--- config.mk ---
export PLATFORM = sky130hd
export DESIGN_NAME = sdhb_bank
export DESIGN_NICKNAME = d
export VERILOG_FILES = /design/src/core/sdhb_pkg.sv /design/src/core/sdhb_bank.sv
export VERILOG_INCLUDE_DIRS = /design/src /design/src/core
export SDC_FILE = /design/constraint.sdc
export NUM_CORES = 1
export LEC_CHECK = 0
export ABC_CLOCK_PERIOD_IN_PS = 2150
export BUFFER_PORTS_ARGS = -buffer_cell sky130_fd_sc_hd__buf_2
export CORE_MARGIN = 4
export CORE_UTILIZATION = 55
export DETAILED_ROUTE_END_ITERATION = 10
export PLACE_DENSITY = 0.78
export SLEW_MARGIN = 20
export SYNTH_ARGS = -nofsm -noshare
export SYNTH_HDL_FRONTEND = slang
export SYNTH_SLANG_ARGS = --single-unit
--- constraint.sdc ---
create_clock -name mclk -period 2.15 [get_ports mclk]
set_input_delay 0.215 -clock mclk [delete_from_list [all_inputs] [get_ports mclk]]
set_output_delay 0.215 -clock mclk [all_outputs]
set_load 0.05 [all_outputs]
--- src/core/sdhb_map.svh ---
// Offsets, bit positions, reset values and timing counts of the transceiver status, mode and config bank.
// Assumes a 250 MHz core clock and an Avalon-MM byte address with one 32-bit word per register.
`ifndef SDHB_MAP_SVH
`define SDHB_MAP_SVH
`define SDHB_OFS_MODE_LOW   6'h00
`define SDHB_OFS_MODE_HIGH  6'h04
`define SDHB_OFS_CFG_LINE   6'h08
`define SDHB_OFS_CFG_CELL   6'h0C
`define SDHB_OFS_CFG_PTR    6'h10
`define SDHB_OFS_CFG_CNT    6'h14
`define SDHB_OFS_STATUS     6'h18
`define SDHB_OFS_MASK       6'h1C
`define SDHB_OFS_LATCHED    6'h20
`define SDHB_OFS_H4_VALUE   6'h24
`define SDHB_OFS_LIVE       6'h28
`define SDHB_MODE_LOW_RST_PL  8'h9C
`define SDHB_MODE_LOW_RST_PH  8'hFC
`define SDHB_MODE_HIGH_RST    8'h80
`define SDHB_CFG_LINE_SONET   8'hFF
`define SDHB_CFG_LINE_SDH     8'h00
`define SDHB_CFG_PTR_SONET    8'h00
`define SDHB_CFG_PTR_SDH      8'h16
`define SDHB_CFG_CELL_BASE    8'h88
`define SDHB_CFG_CNT_RST      8'h00
`define SDHB_BIT_CHIP_RESET   0
`define SDHB_BIT_PATH_TERM    6
`define SDHB_BIT_LASER        3
`define SDHB_BIT_XCB2         0
`define SDHB_BIT_C1_VARIANT     7
`define SDHB_BIT_LOF_TIMING     6
`define SDHB_BIT_LOS_RELEASE    5
`define SDHB_BIT_MS_PERSIST     4
`define SDHB_BIT_K1K2_PERSIST   3
`define SDHB_BIT_PFAIL_PERSIST  2
`define SDHB_BIT_LOP_COUNT      1
`define SDHB_BIT_UNDEF_FILL     0
`define SDHB_BIT_H4_POINTER     6
`define SDHB_BIT_OCTET_LEVEL    2
`define SDHB_BIT_CELL_PORT      1
`define SDHB_BIT_DD_EVAL        5
`define SDHB_BIT_SS_EVAL        2
`define SDHB_FRAMES_PER_SEC   13'd8000
`define SDHB_LABEL_REPEAT     3'd5
`define SDHB_CLK_MHZ          250
`define SDHB_LOF_TIME_US      3000
`define SDHB_LABEL_WIN_US     50000
`define SDHB_PERSIST_LONG     4'd5
`define SDHB_PERSIST_SHORT    4'd3
`define SDHB_PFAIL_LONG       4'd10
`define SDHB_LOP_SET          4'd8
`define SDHB_LOP_CLEAR        4'd9
`define SDHB_C1_SECOND        8'h02
`define SDHB_C1_THIRD         8'h03
`define SDHB_C1_FILL          8'hAA
`define SDHB_UNDEF_ZERO       8'h00
`define SDHB_UNDEF_ONES       8'hFF
`define SDHB_EXTRA_OCTET      3'd4
`define SDHB_EXTRA_SINGLE     3'd1
`endif

--- src/core/sdhb_pkg.sv ---
// Types of the transceiver status, mode and config bank.
// Assumes the constants header is compiled alongside.
package sdhb_pkg;
	// Loss-of-signal release states, one-hot.
	typedef enum logic [2:0] {
		SDHB_LOS_CLEAR = 3'b001,
		SDHB_LOS_LOST  = 3'b010,
		SDHB_LOS_WAIT  = 3'b100
	} sdhb_los_e;
	// Whole state of the bank.
	typedef struct packed {
		logic [7:0]  mode_low;
		logic [7:0]  mode_high;
		logic [7:0]  cfg_line;
		logic [7:0]  cfg_cell;
		logic [7:0]  cfg_ptr;
		logic [7:0]  cfg_cnt;
		logic [7:0]  h4_value;
		logic [15:0] status;
		logic [15:0] mask;
		logic [15:0] accum;
		logic [15:0] latched;
		logic [12:0] frame_cnt;
		logic [19:0] lof_cnt;
		logic        lof;
		logic [23:0] win_cnt;
		logic [2:0]  wrong_cnt;
		sdhb_los_e   los_st;
		logic        pat_seen;
		logic        los;
		logic        wait_req;
		logic [31:0] readdata;
		logic        irq;
		logic        tx_section_ferf;
		logic        tx_path_ferf;
		logic        alarm_out;
		logic        laser_on;
		logic        ss_mismatch;
		logic        dd_mismatch;
		logic [7:0]  tx_h4;
		logic [3:0]  ms_persist;
		logic [3:0]  k1k2_persist;
		logic [3:0]  pfail_persist;
		logic [3:0]  lop_count;
		logic [7:0]  c1_second;
		logic [7:0]  c1_third;
		logic [7:0]  undef_fill;
		logic [2:0]  fifo_extra;
		logic [1:0]  tx_ss;
		logic [1:0]  tx_dd;
	} sdhb_state_s;
endpackage

--- src/core/sdhb_bank.sv ---
// Status flags, mode and configuration registers of the transceiver, with an Avalon-MM slave.
// Assumes all pins synchronous to mclk and a one-pulse-per-frame strobe from the framer.
`timescale 1ns/1ps
`include "sdhb_map.svh"
module sdhb_bank #(
	parameter int LOF_CYCLES = `SDHB_LOF_TIME_US * `SDHB_CLK_MHZ,   // Loss-of-frame hold-off in cycles.
	parameter int WIN_CYCLES = `SDHB_LABEL_WIN_US * `SDHB_CLK_MHZ   // Label mismatch window in cycles.
) (
	input  wire logic        mclk,
	input  wire logic        rst,
	input  wire logic [5:0]  avs_address,
	input  wire logic        avs_read,
	input  wire logic        avs_write,
	input  wire logic [31:0] avs_writedata,
	output logic [31:0]      avs_readdata,
	output logic             avs_waitrequest,
	input  wire logic        path_select_pin,
	input  wire logic        standard_select_pin,
	input  wire logic        payload_mode_pin,
	input  wire logic        frame_pulse,
	input  wire logic [7:0]  rx_k2,
	input  wire logic [7:0]  rx_g1,
	input  wire logic        tx_fifo_overflow,
	input  wire logic        tx_fifo_underflow,
	input  wire logic        temperature_warning_n,
	input  wire logic        supply_warning_n,
	input  wire logic        battery_switchover_n,
	input  wire logic        ext_irq_one_n,
	input  wire logic        ext_irq_two,
	input  wire logic        label_wrong,
	input  wire logic        tx_cell_fifo_full,
	input  wire logic        tx_cell_fifo_write,
	input  wire logic        rx_cell_fifo_full,
	input  wire logic        rx_cell_fifo_write,
	input  wire logic        out_of_frame,
	input  wire logic        signal_loss_pin,
	input  wire logic        framing_pattern_ok,
	input  wire logic        excess_b2_detected,
	input  wire logic        auto_laser_shutdown,
	input  wire logic        h1_strobe,
	input  wire logic [7:0]  rx_h1_first,
	input  wire logic [7:0]  rx_h1_later,
	input  wire logic [7:0]  next_cell_pointer,
	output logic             irq,
	output logic             loss_of_frame,
	output logic             loss_of_signal,
	output logic             tx_section_ferf,
	output logic             tx_path_ferf,
	output logic             alarm_signal_output,
	output logic             laser_on,
	output logic             ss_mismatch,
	output logic             dd_mismatch,
	output logic [7:0]       tx_h4,
	output logic [3:0]       ms_alarm_persist,
	output logic [3:0]       k1k2_persist,
	output logic [3:0]       path_fail_persist,
	output logic [3:0]       pointer_loss_count,
	output logic [7:0]       c1_second_byte,
	output logic [7:0]       c1_third_byte,
	output logic [7:0]       undefined_byte_fill,
	output logic [2:0]       tx_fifo_extra_bytes,
	output logic [1:0]       tx_ss_bits,
	output logic [1:0]       tx_dd_bits
);
	import sdhb_pkg::*;

	sdhb_state_s s;        // Registered state.
	sdhb_state_s n;        // Next state.
	sdhb_state_s rst_val;  // Values loaded by the hardware reset.
	logic [15:0] cond;     // Live condition behind each status bit.
	logic        tick;     // One-second boundary.
	logic        wr_go;    // Write takes effect this edge.
	logic        rpt_evt;  // Fifth wrong label inside the window.

	// Hardware reset values; straps are sampled while rst is high, so the sync reset picks them up.
	always_comb
	begin
		rst_val = '0;
		rst_val.mode_low = path_select_pin ? `SDHB_MODE_LOW_RST_PH : `SDHB_MODE_LOW_RST_PL;
		rst_val.mode_high = `SDHB_MODE_HIGH_RST;
		rst_val.cfg_line = standard_select_pin ? `SDHB_CFG_LINE_SDH : `SDHB_CFG_LINE_SONET;
		rst_val.cfg_ptr = standard_select_pin ? `SDHB_CFG_PTR_SDH : `SDHB_CFG_PTR_SONET;
		rst_val.cfg_cell = `SDHB_CFG_CELL_BASE | {6'h00, ~payload_mode_pin, ~standard_select_pin};
		rst_val.cfg_cnt = `SDHB_CFG_CNT_RST;
		rst_val.los_st = SDHB_LOS_CLEAR;
		rst_val.wait_req = 1'b1;
	end

	// All next-state logic: bus, flags, timers and derived line settings.
	always_comb
	begin
		n = s;
		tick = frame_pulse && (s.frame_cnt == `SDHB_FRAMES_PER_SEC - 13'd1);
		rpt_evt = label_wrong && (s.wrong_cnt == `SDHB_LABEL_REPEAT - 3'd1);
		wr_go = avs_write && !s.wait_req;

		// Conditions; pulses count as active only in their own cycle.
		cond = '0;
		cond[0] = (rx_k2[2:0] == 3'b110);
		cond[1] = rx_g1[3];
		cond[2] = tx_fifo_overflow || tx_fifo_underflow;
		cond[3] = tick;
		cond[4] = !temperature_warning_n;
		cond[5] = !supply_warning_n;
		cond[6] = !battery_switchover_n;
		cond[7] = !ext_irq_one_n;
		cond[8] = ext_irq_two;
		cond[9] = label_wrong;
		cond[10] = rpt_evt;
		cond[11] = tx_cell_fifo_full && tx_cell_fifo_write;
		cond[12] = rx_cell_fifo_full && rx_cell_fifo_write;
		cond[13] = s.lof;

		// Bus slave: one wait cycle, read data loaded while waitrequest is still high.
		n.wait_req = 1'b1;
		if ((avs_read || avs_write) && s.wait_req)
		begin
			n.wait_req = 1'b0;
		end
		if (avs_read && s.wait_req)
		begin
			case (avs_address)
				`SDHB_OFS_MODE_LOW:  n.readdata = {24'h000000, s.mode_low};
				`SDHB_OFS_MODE_HIGH: n.readdata = {24'h000000, s.mode_high};
				`SDHB_OFS_CFG_LINE:  n.readdata = {24'h000000, s.cfg_line};
				`SDHB_OFS_CFG_CELL:  n.readdata = {24'h000000, s.cfg_cell};
				`SDHB_OFS_CFG_PTR:   n.readdata = {24'h000000, s.cfg_ptr};
				`SDHB_OFS_CFG_CNT:   n.readdata = {24'h000000, s.cfg_cnt};
				`SDHB_OFS_STATUS:    n.readdata = {16'h0000, s.status};
				`SDHB_OFS_MASK:      n.readdata = {16'h0000, s.mask};
				`SDHB_OFS_LATCHED:   n.readdata = {16'h0000, s.latched};
				`SDHB_OFS_H4_VALUE:  n.readdata = {24'h000000, s.h4_value};
				`SDHB_OFS_LIVE:      n.readdata = {29'h00000000, s.los, s.lof, s.laser_on};
				default:             n.readdata = 32'h00000000;  // Unmapped reads return zero.
			endcase
		end

		// Whole-byte register writes; the loop interface bit is stored as written.
		if (wr_go)
		begin
			case (avs_address)
				`SDHB_OFS_MODE_LOW:  n.mode_low = avs_writedata[7:0];
				`SDHB_OFS_MODE_HIGH: n.mode_high = avs_writedata[7:0];
				`SDHB_OFS_CFG_LINE:  n.cfg_line = avs_writedata[7:0];
				`SDHB_OFS_CFG_CELL:  n.cfg_cell = avs_writedata[7:0];
				`SDHB_OFS_CFG_PTR:   n.cfg_ptr = avs_writedata[7:0];
				`SDHB_OFS_CFG_CNT:   n.cfg_cnt = avs_writedata[7:0];
				`SDHB_OFS_MASK:      n.mask = avs_writedata[15:0];
				`SDHB_OFS_H4_VALUE:  n.h4_value = avs_writedata[7:0];
				default:             n.mask = s.mask;  // Other offsets ignore writes here; a status write is handled by the sticky-flag logic below.
			endcase
		end

		// Shutdown beats a simultaneous processor write, so the laser never comes back on by accident.
		if (auto_laser_shutdown)
		begin
			n.mode_high[`SDHB_BIT_LASER] = 1'b0;
		end

		// Sticky flags: write one clears, an active condition keeps the bit and a new event wins.
		if (wr_go && (avs_address == `SDHB_OFS_STATUS))
		begin
			n.status = s.status & ~(avs_writedata[15:0] & ~cond);
		end
		n.status = n.status | cond;

		// One-second sampling: accumulate, then hand over to the readout register.
		if (frame_pulse)
		begin
			n.frame_cnt = tick ? 13'd0 : s.frame_cnt + 13'd1;
		end
		if (tick)
		begin
			n.latched = s.accum | cond;
			n.accum = '0;
		end
		else
		begin
			n.accum = s.accum | cond;
		end

		// Repeated label mismatch: count wrong labels inside a fixed window.
		if (s.win_cnt == 24'(WIN_CYCLES - 1))
		begin
			n.win_cnt = '0;
			n.wrong_cnt = '0;
		end
		else
		begin
			n.win_cnt = s.win_cnt + 24'd1;
			if (label_wrong && (s.wrong_cnt != `SDHB_LABEL_REPEAT))
			begin
				n.wrong_cnt = s.wrong_cnt + 3'd1;
			end
		end

		// Loss of frame: immediate, or after the hold-off when the timing bit is set.
		if (!out_of_frame)
		begin
			n.lof_cnt = '0;
			n.lof = 1'b0;
		end
		else if (!s.cfg_line[`SDHB_BIT_LOF_TIMING])
		begin
			n.lof = 1'b1;
		end
		else if (s.lof_cnt == 20'(LOF_CYCLES - 1))
		begin
			n.lof = 1'b1;
		end
		else
		begin
			n.lof_cnt = s.lof_cnt + 20'd1;
		end

		// Loss of signal release.
		case (s.los_st)
			SDHB_LOS_CLEAR:
			begin
				if (signal_loss_pin)
				begin
					n.los_st = SDHB_LOS_LOST;
				end
			end
			SDHB_LOS_LOST:
			begin
				n.pat_seen = 1'b0;
				if (!signal_loss_pin)
				begin
					n.los_st = s.cfg_line[`SDHB_BIT_LOS_RELEASE] ? SDHB_LOS_WAIT : SDHB_LOS_CLEAR;
				end
			end
			SDHB_LOS_WAIT:
			begin
				if (signal_loss_pin)
				begin
					n.los_st = SDHB_LOS_LOST;
				end
				else if (framing_pattern_ok)
				begin
					n.pat_seen = 1'b1;
					if (s.pat_seen)
					begin
						n.los_st = SDHB_LOS_CLEAR;
					end
				end
			end
			default:
			begin
				n.los_st = SDHB_LOS_LOST;  // An illegal code is treated as lost signal.
			end
		endcase
		n.los = (n.los_st != SDHB_LOS_CLEAR);

		// Excessive B2 consequences; path termination decides which far-end failure goes out.
		n.alarm_out = s.mode_high[`SDHB_BIT_XCB2] && excess_b2_detected;
		n.tx_section_ferf = n.alarm_out && !s.mode_low[`SDHB_BIT_PATH_TERM];
		n.tx_path_ferf = n.alarm_out && s.mode_low[`SDHB_BIT_PATH_TERM];

		// Pointer ss and dd bits: generated always, compared only when enabled.
		n.tx_ss = s.cfg_ptr[1:0];
		n.tx_dd = s.cfg_ptr[4:3];
		if (!s.cfg_ptr[`SDHB_BIT_SS_EVAL])
		begin
			n.ss_mismatch = 1'b0;
		end
		else if (h1_strobe)
		begin
			n.ss_mismatch = (rx_h1_first[3:2] != s.cfg_ptr[1:0]);
		end
		if (!s.cfg_ptr[`SDHB_BIT_DD_EVAL])
		begin
			n.dd_mismatch = 1'b0;
		end
		else if (h1_strobe)
		begin
			n.dd_mismatch = (rx_h1_later[3:2] != s.cfg_ptr[4:3]);
		end

		// Line settings chosen by the variant bits.
		n.ms_persist = s.cfg_line[`SDHB_BIT_MS_PERSIST] ? `SDHB_PERSIST_LONG : `SDHB_PERSIST_SHORT;
		n.k1k2_persist = s.cfg_line[`SDHB_BIT_K1K2_PERSIST] ? `SDHB_PERSIST_LONG : `SDHB_PERSIST_SHORT;
		n.pfail_persist = s.cfg_line[`SDHB_BIT_PFAIL_PERSIST] ? `SDHB_PFAIL_LONG : `SDHB_PERSIST_SHORT;
		n.lop_count = s.cfg_line[`SDHB_BIT_LOP_COUNT] ? `SDHB_LOP_SET : `SDHB_LOP_CLEAR;
		n.c1_second = s.cfg_line[`SDHB_BIT_C1_VARIANT] ? `SDHB_C1_SECOND : `SDHB_C1_FILL;
		n.c1_third = s.cfg_line[`SDHB_BIT_C1_VARIANT] ? `SDHB_C1_THIRD : `SDHB_C1_FILL;
		n.undef_fill = s.cfg_line[`SDHB_BIT_UNDEF_FILL] ? `SDHB_UNDEF_ZERO : `SDHB_UNDEF_ONES;
		n.fifo_extra = s.cfg_cell[`SDHB_BIT_OCTET_LEVEL] ? `SDHB_EXTRA_OCTET : `SDHB_EXTRA_SINGLE;
		n.tx_h4 = s.cfg_cell[`SDHB_BIT_H4_POINTER] ? next_cell_pointer : s.h4_value;
		n.laser_on = n.mode_high[`SDHB_BIT_LASER];
		n.irq = |(s.status & s.mask);

		// Software reset: everything but mode, config, the H4 value, the derived line outputs and the bus returns to reset while the bit is set.
		if (s.mode_low[`SDHB_BIT_CHIP_RESET])
		begin
			n.status = '0;
			n.mask = '0;
			n.accum = '0;
			n.latched = '0;
			n.frame_cnt = '0;
			n.lof_cnt = '0;
			n.lof = 1'b0;
			n.win_cnt = '0;
			n.wrong_cnt = '0;
			n.los_st = SDHB_LOS_CLEAR;
			n.pat_seen = 1'b0;
			n.los = 1'b0;
			n.irq = 1'b0;
			n.alarm_out = 1'b0;
			n.tx_section_ferf = 1'b0;
			n.tx_path_ferf = 1'b0;
			n.ss_mismatch = 1'b0;
			n.dd_mismatch = 1'b0;
		end
	end

	// State register with synchronous hardware reset.
	always_ff @(posedge mclk)
	begin
		if (rst)
		begin
			s <= rst_val;
		end
		else
		begin
			s <= n;
		end
	end

	// Outputs come straight from the state register.
	assign avs_readdata        = s.readdata;
	assign avs_waitrequest     = s.wait_req;
	assign irq                 = s.irq;
	assign loss_of_frame       = s.lof;
	assign loss_of_signal      = s.los;
	assign tx_section_ferf     = s.tx_section_ferf;
	assign tx_path_ferf        = s.tx_path_ferf;
	assign alarm_signal_output = s.alarm_out;
	assign laser_on            = s.laser_on;
	assign ss_mismatch         = s.ss_mismatch;
	assign dd_mismatch         = s.dd_mismatch;
	assign tx_h4               = s.tx_h4;
	assign ms_alarm_persist    = s.ms_persist;
	assign k1k2_persist        = s.k1k2_persist;
	assign path_fail_persist   = s.pfail_persist;
	assign pointer_loss_count  = s.lop_count;
	assign c1_second_byte      = s.c1_second;
	assign c1_third_byte       = s.c1_third;
	assign undefined_byte_fill = s.undef_fill;
	assign tx_fifo_extra_bytes = s.fifo_extra;
	assign tx_ss_bits          = s.tx_ss;
	assign tx_dd_bits          = s.tx_dd;

	sec_ferf_set_a: assert property (@(posedge mclk) disable iff (rst)
		(rx_k2[2:0] == 3'b110) && !s.mode_low[0] |=> s.status[0])
		else $error("section far-end flag not set");
	path_ferf_set_a: assert property (@(posedge mclk) disable iff (rst)
		rx_g1[3] && !s.mode_low[0] |=> s.status[1])
		else $error("path far-end flag not set");
	stuff_flag_a: assert property (@(posedge mclk) disable iff (rst)
		(tx_fifo_overflow || tx_fifo_underflow) && !s.mode_low[0] |=> s.status[2])
		else $error("stuffing error not flagged");
	timer_latch_a: assert property (@(posedge mclk) disable iff (rst)
		tick && !s.mode_low[0] |=> s.status[3] && (s.accum == 16'h0000) && s.latched[3])
		else $error("one-second latch missing");
	ext_pin_flag_a: assert property (@(posedge mclk) disable iff (rst)
		(!ext_irq_one_n || ext_irq_two) && !s.mode_low[0] |=> (s.status[7] || s.status[8]))
		else $error("external pin flag not set");
	label_repeat_a: assert property (@(posedge mclk) disable iff (rst)
		rpt_evt && !s.mode_low[0] |=> s.status[10] && s.status[9])
		else $error("repeated label mismatch not flagged");
	cell_ovf_a: assert property (@(posedge mclk) disable iff (rst)
		tx_cell_fifo_full && tx_cell_fifo_write && !s.mode_low[0] |=> s.status[11])
		else $error("cell fifo overflow not flagged");
	sw_reset_hold_a: assert property (@(posedge mclk) disable iff (rst)
		s.mode_low[0] |=> (s.status == 16'h0000) && !s.irq && (s.cfg_line == $past(s.cfg_line) || $past(wr_go)))
		else $error("software reset did not hold or lost config");
	laser_off_a: assert property (@(posedge mclk) disable iff (rst)
		auto_laser_shutdown |=> !s.laser_on && !s.mode_high[3])
		else $error("laser bit survived shutdown");
	b2_alarm_a: assert property (@(posedge mclk) disable iff (rst)
		excess_b2_detected && s.mode_high[0] && !s.mode_low[0] |=> s.alarm_out && (s.tx_section_ferf != s.tx_path_ferf))
		else $error("excess B2 consequences missing");
	lof_now_a: assert property (@(posedge mclk) disable iff (rst)
		out_of_frame && !s.cfg_line[6] && !s.lof && !s.mode_low[0] |=> s.lof)
		else $error("immediate frame loss not declared");
	lof_wait_a: assert property (@(posedge mclk) disable iff (rst)
		$rose(out_of_frame) && s.cfg_line[6] |=> !s.lof [*2])
		else $error("frame loss declared before hold-off");
	clear_blocked_a: assert property (@(posedge mclk) disable iff (rst)
		s.status[4] && !temperature_warning_n && !s.mode_low[0] |=> s.status[4])
		else $error("active status bit was cleared");
	irq_gate_a: assert property (@(posedge mclk) disable iff (rst)
		!s.mode_low[0] |=> s.irq == |($past(s.status) & $past(s.mask)))
		else $error("interrupt not equal to masked status");
	bus_answer_a: assert property (@(posedge mclk) disable iff (rst)
		(avs_read || avs_write) && s.wait_req |=> !s.wait_req ##1 s.wait_req)
		else $error("bus answer not one cycle");
endmodule

Word-level counts from Yosys, hierarchy flattened
Index checks and enable logic that the tools add are counted.
{ "totals": {"ff_bits": 280, "latchBits": 0, "ram_bits": 0, "rom_bits": 0, "input_bits": 104, "out_inout_bits": 97, "elab_cells": 182, "n_memories": 0} }
{ "op_classes": {"addsub": 4, "mul": 0, "n_div": 0, "magnitude_cmp": 0, "eq_ne": 25, "n_shift": 0, "mux": 55, "bitwise": 13, "reduce_logical": 45} }
{ "op_table": {"columns": ["cell", "n"], "rows": [
  ["281-bit two-way mux", 1],
  ["16-bit one-hot mux with 11 select lines", 1],
  ["130-bit two-way mux", 1],
  ["8-bit two-way mux", 12],
  ["16-bit two-way mux", 5],
  ["56-bit two-way mux", 1],
  ["16-bit AND", 3],
  ["20-bit two-way mux", 2],
  ["32-bit two-way mux", 1],
  ["16-bit by 14-bit bitwise OR with 16-bit output", 2],
  ["27-bit two-way mux", 1],
  ["3-bit two-way mux", 9],
  ["13-bit two-way mux", 2],
  ["24-bit by 1-bit adder with 24-bit output, second input constant", 1],
  ["24-bit equality test, second input constant", 1],
  ["6-bit by 5-bit equality test with 1-bit output, second input constant", 4],
  ["21-bit two-way mux", 1],
  ["20-bit by 1-bit adder with 20-bit output, second input constant", 1],
  ["20-bit equality test, second input constant", 1],
  ["2-bit AND reduction", 10],
  ["6-bit equality test, second input constant", 3],
  ["14-bit inverter with 16-bit output", 1],
  ["16-bit inverter", 1],
  ["16-bit OR reduction", 1],
  ["other kinds (29)", 76]
]} }

Depth between registers and ports, before layout
{ "depth": {"depth_word": 10, "ltp_mapped": 9, "mapped_depth_nobuf": 6} }

Least setup slack after synthesis
OpenSTA, ideal clock, no wires.
{ "synth_timing": {"path_type": "flip-flop to flip-flop", "from": "register s, in the netlist avs_waitrequest", "to": "register s, in the netlist avs_readdata[6]", "setup_time_ns": 0.086, "t_arrival_ns": 1.845, "required_ns": 2.064, "path_slack_ns": 0.219, "path_stages_with_launch": 6, "n_path_buf": 1, "synth_period_minus_slack_ns": 1.931, "path_cell_list": "dfxtp_1 -> nand2_1 -> a2111oi_4 -> buf_6 -> a21oi_1 -> a211oi_1"} }
{ "synth_between": {"elab_chain_len": 1} }
{ "synth_rtl": {"columns": ["element", "line", "source"], "rows": [
  ["from (decl)", "sdhb_bank.sv:67", "sdhb_state_s s;"],
  ["from (signal assigned)", "sdhb_bank.sv:322", "s <= rst_val;"],
  ["from (signal assigned)", "sdhb_bank.sv:326", "s <= n;"],
  ["1-bit logical AND", "sdhb_bank.sv:120", "if (avs_read && s.wait_req)"]
]} }
Every way passes these cells.
A chain may end at the register's enable or synchronous reset.

Worst setup path after layout
{ "layout_timing": {"from": "register s, in the netlist avs_waitrequest", "to": "register s[211] (netlist bit)"} }
{ "layout_between": {"elab_chain_len": 5} }
{ "layout_rtl": {"columns": ["element", "line", "source"], "rows": [
  ["1-bit logical NOT", "sdhb_bank.sv:95", "wr_go = avs_write && !s.wait_req;"],
  ["1-bit logical AND", "sdhb_bank.sv:95", null],
  ["1-bit logical AND", "sdhb_bank.sv:161", "if (wr_go && (avs_address == `SDHB_OFS_STATUS))"],
  ["16-bit two-way mux", "sdhb_bank.sv:161", null],
  ["16-bit by 14-bit bitwise OR with 16-bit output", "sdhb_bank.sv:165", "n.status = n.status | cond;"]
]} }
Every way passes these cells.

==> results_dict.tcl <==
set metrics [dict create \
    status "complete, no violations" \
    drive_above_1_share 0.177 \
    post-route-util 0.654 \
    routedWlPerCell_microns 17.2 \
    drt_first_pass_iters 5 \
    ir_drop_mv 0.694 \
    setup-tns-final_ns 0 \
    n_fill_cell 1464 \
    synth_warnings 0 \
    core_area_sq_mm 0.0181 \
    die_x_microns 145 \
    die_height_microns 145 \
    min_path_type "input port to flip-flop" \
    final_hold_viol_count 0 \
    cts_htree_levels 1 \
    antenna_left 0 \
    drtIter0Drc 645 \
    finalWirelength_microns 25800 \
    holdWs_ns 0.0133 \
    cap_violations 0 \
    p_leak_nw 4.60 \
    io_buffers 131 \
    pre_cts_ws_ns 0.210 \
    cp-end-kind "flip-flop" \
    row_count 49 \
    grtUsageTotal 0.242 \
    synth_cells 1147 \
    layout.cells.non_filler 1506 \
    layout.nets 1370 \
    syn_avg_cell_area_sq_um 8.95 \
    start_util 0.566 \
    clkSlewWorstSetupHoldPaths_ns 0.06 \
    powerDensity_mw_per_mm2 801 \
    ios 201 \
    num_vias 8448 \
    clock_latency_ns 0.52 \
    cp_data_required_time_ns 2.50 \
    relSlewSlack 0.339 \
    cts_setup_buffers 0 \
    grt_overflow 0 \
    synth_edf_count 26 \
    slowest_delay_ns 0.61 \
    grt_max_degree 53 \
    arrival_ns 2.42 \
    routabilityCongestion 0.961 \
    synthArstFlopShare 0 \
    crit_slowest_cell "dlygate4sd3_1" \
    ctsRootBufferMaster "clkbuf_16" \
    setup_ws_ns 0.0802 \
    synth_top_area_frac 0.396 \
    fin_skew_ns 0.0146 \
    maxSlewViolCount 0 \
    synthFlopType "dfxtp_1" \
    crit_buf_inv 1 \
    antenna_found_initial 1 \
    dp.cells 1425 \
    clock_path_buffers 3 \
    cts-buffers-inserted 24 \
    n_antenna_cell 0 \
    cts_tree "done" \
    grt_pass1_vias 7905 \
    yosysTopAreaCell "dfxtp_1" \
    ys_ff_latch 229 \
    worst_pin_slew_ns 0.992 \
    syn2layout_area_growth_pct 15.6 \
    rsz0062_at_grt "no" \
    synth_area_leaders "dfxtp_1 (40%), edfxtp_1 (7.6%), buf_4 (6.9%), nand2_1 (5.6%), nor2_1 (5.0%)" \
    fin_crit_sh 0.963 \
    yosysSeqAreaShare 0.472 \
    start_kind "flip-flop" \
    clock_sinks 229 \
    max_freq_mhz 483 \
    period_needed_ns 2.07 \
    cp_top_family "simple AND/OR/NAND/NOR gates" \
    netlist_area_sq_mm 0.0103 \
    drc 0 \
    vias_per_cell 5.61 \
    dp_hpwl_microns 18200 \
    grt_pass1_wl_microns 40400 \
    critPathMaxFanout 6 \
    final-setup-viol-count 0 \
    die_area_sq_mm 0.0209 \
    ys_types 63 \
    crit_chain "nor2b_4 > and3_2 > nand2_1 > a211oi_1 > dlygate4sd3_1 > nor2_1" \
    worst-setup-path-type "flip-flop to flip-flop" \
]
-- sequential cells by signal, indices dropped and copies added, names as in the netlist, 2 cells and up, named ones only --
signal / cells
n: 4
tx_h4: 8
path_fail_persist: 2
avs_readdata: 16
k1k2_persist: 3
ms_alarm_persist: 2
tx_fifo_extra_bytes: 2
tx_ss_bits: 2
tx_dd_bits: 2
s: 173
-- through the flow --
stage	power, mW	area [sq um]
final	9.50	11900
after global routing	9.83	11900
after CTS	9.55	11900
after detailed placement	5.35	10700
after global placement	5.34	10700
after floorplan	5.19	10400
-- final cells by class --
class	instances	area [sq um]	area share
flip-flops and latches	229	4840	0.408
multi-input cells	786	4540	0.382
repair buffers	205	1340	0.113
clock buffers	36	748	0.0630
well taps	229	287	0.0241
clock inverters	7	61.3	0.00516
inverters	14	52.6	0.00443
-- worst min-delay path, delay by kind of cell --
family,cells,cell delay [ns]
XOR/XNOR,1,0.10
AO/OA/AOI/OAI,1,0.08
buffers and inverters,1,0.08
-- placed cells by master, fill, tap and decap left out, types with 22 or more instances in the layout --
cell and count:
a21oi_1 87, buf_2 131, buf_4 33, clkbuf_16 26
conb_1 29, dfxtp_1 203, dlygate4sd3_1 38, edfxtp_1 26
mux2i_1 33, nand2_1 153, nand3_1 53, nor2_1 136
xnor2_1 22, xor2_1 25
-- final timing paths --
check | from | endpoint | slack, ns | cells after the start
worst max-delay path | avs_waitrequest | s[211] | 0.08 | 6
worst min-delay path | rx_h1_later[2] | dd_mismatch | 0.01 | 3
worst max register to register | avs_waitrequest | s[211] | 0.08 | 6
worst min register to register | s[103] | s[103] | 0.44 | 1
-- synthesized netlist by cell type (20+ instances only) --
library cell and n:
clkbuf_1 27, nor2b_1 20, xnor2_1 22, buf_4 95, nor2_1 136, edfxtp_1 26, mux2i_1 33, a22oi_1 21
nand2_1 153, nand3_1 53, a21oi_1 87, dfxtp_1 203, nand4_1 20, xor2_1 25
-- cells by family (layout without fill, tap and decap cells) --
kind of cell | after synthesis | in the layout | synth area share
simple gates | 473 | 473 | 0.223
flops | 229 | 229 | 0.472
compound gates | 197 | 197 | 0.125
buf+inv | 160 | 262 | 0.0982
xor+xnor | 47 | 47 | 0.0401
mux | 34 | 34 | 0.0333
fa+ha+maj | 6 | 6 | 0.00731
other cells | 1 | 29 | 0.000365
-- what timing repair did --
| action | CTS | global route |
|---|---|---|
| hold buffers | 38 | 0 |
| resized for setup | 0 | 3 |
| hold endpoints to repair | 42 | 0 |
| setup endpoints to repair | 0 | 2 |
-- power by group --
part	leakage [nW]	internal, mW	total [mW]	switching, mW
Clock	0.406	2.52	4.18	1.66
Sequential	1.91	4.41	4.49	0.0711
Combinational	2.29	0.246	0.841	0.596
-- layer usage --
metal  global-route usage  wire length, microns  share of wire  vias up
met5                    0                     7        0.00027        -
met4                0.104                  1090          0.042        2
met3               0.0513                  2200          0.085       83
met2                0.396                 12100           0.47      368
met1                0.311                 10500           0.41     3901
li1                     -                     -              -     4094
(Power assumes the default switching activity.)
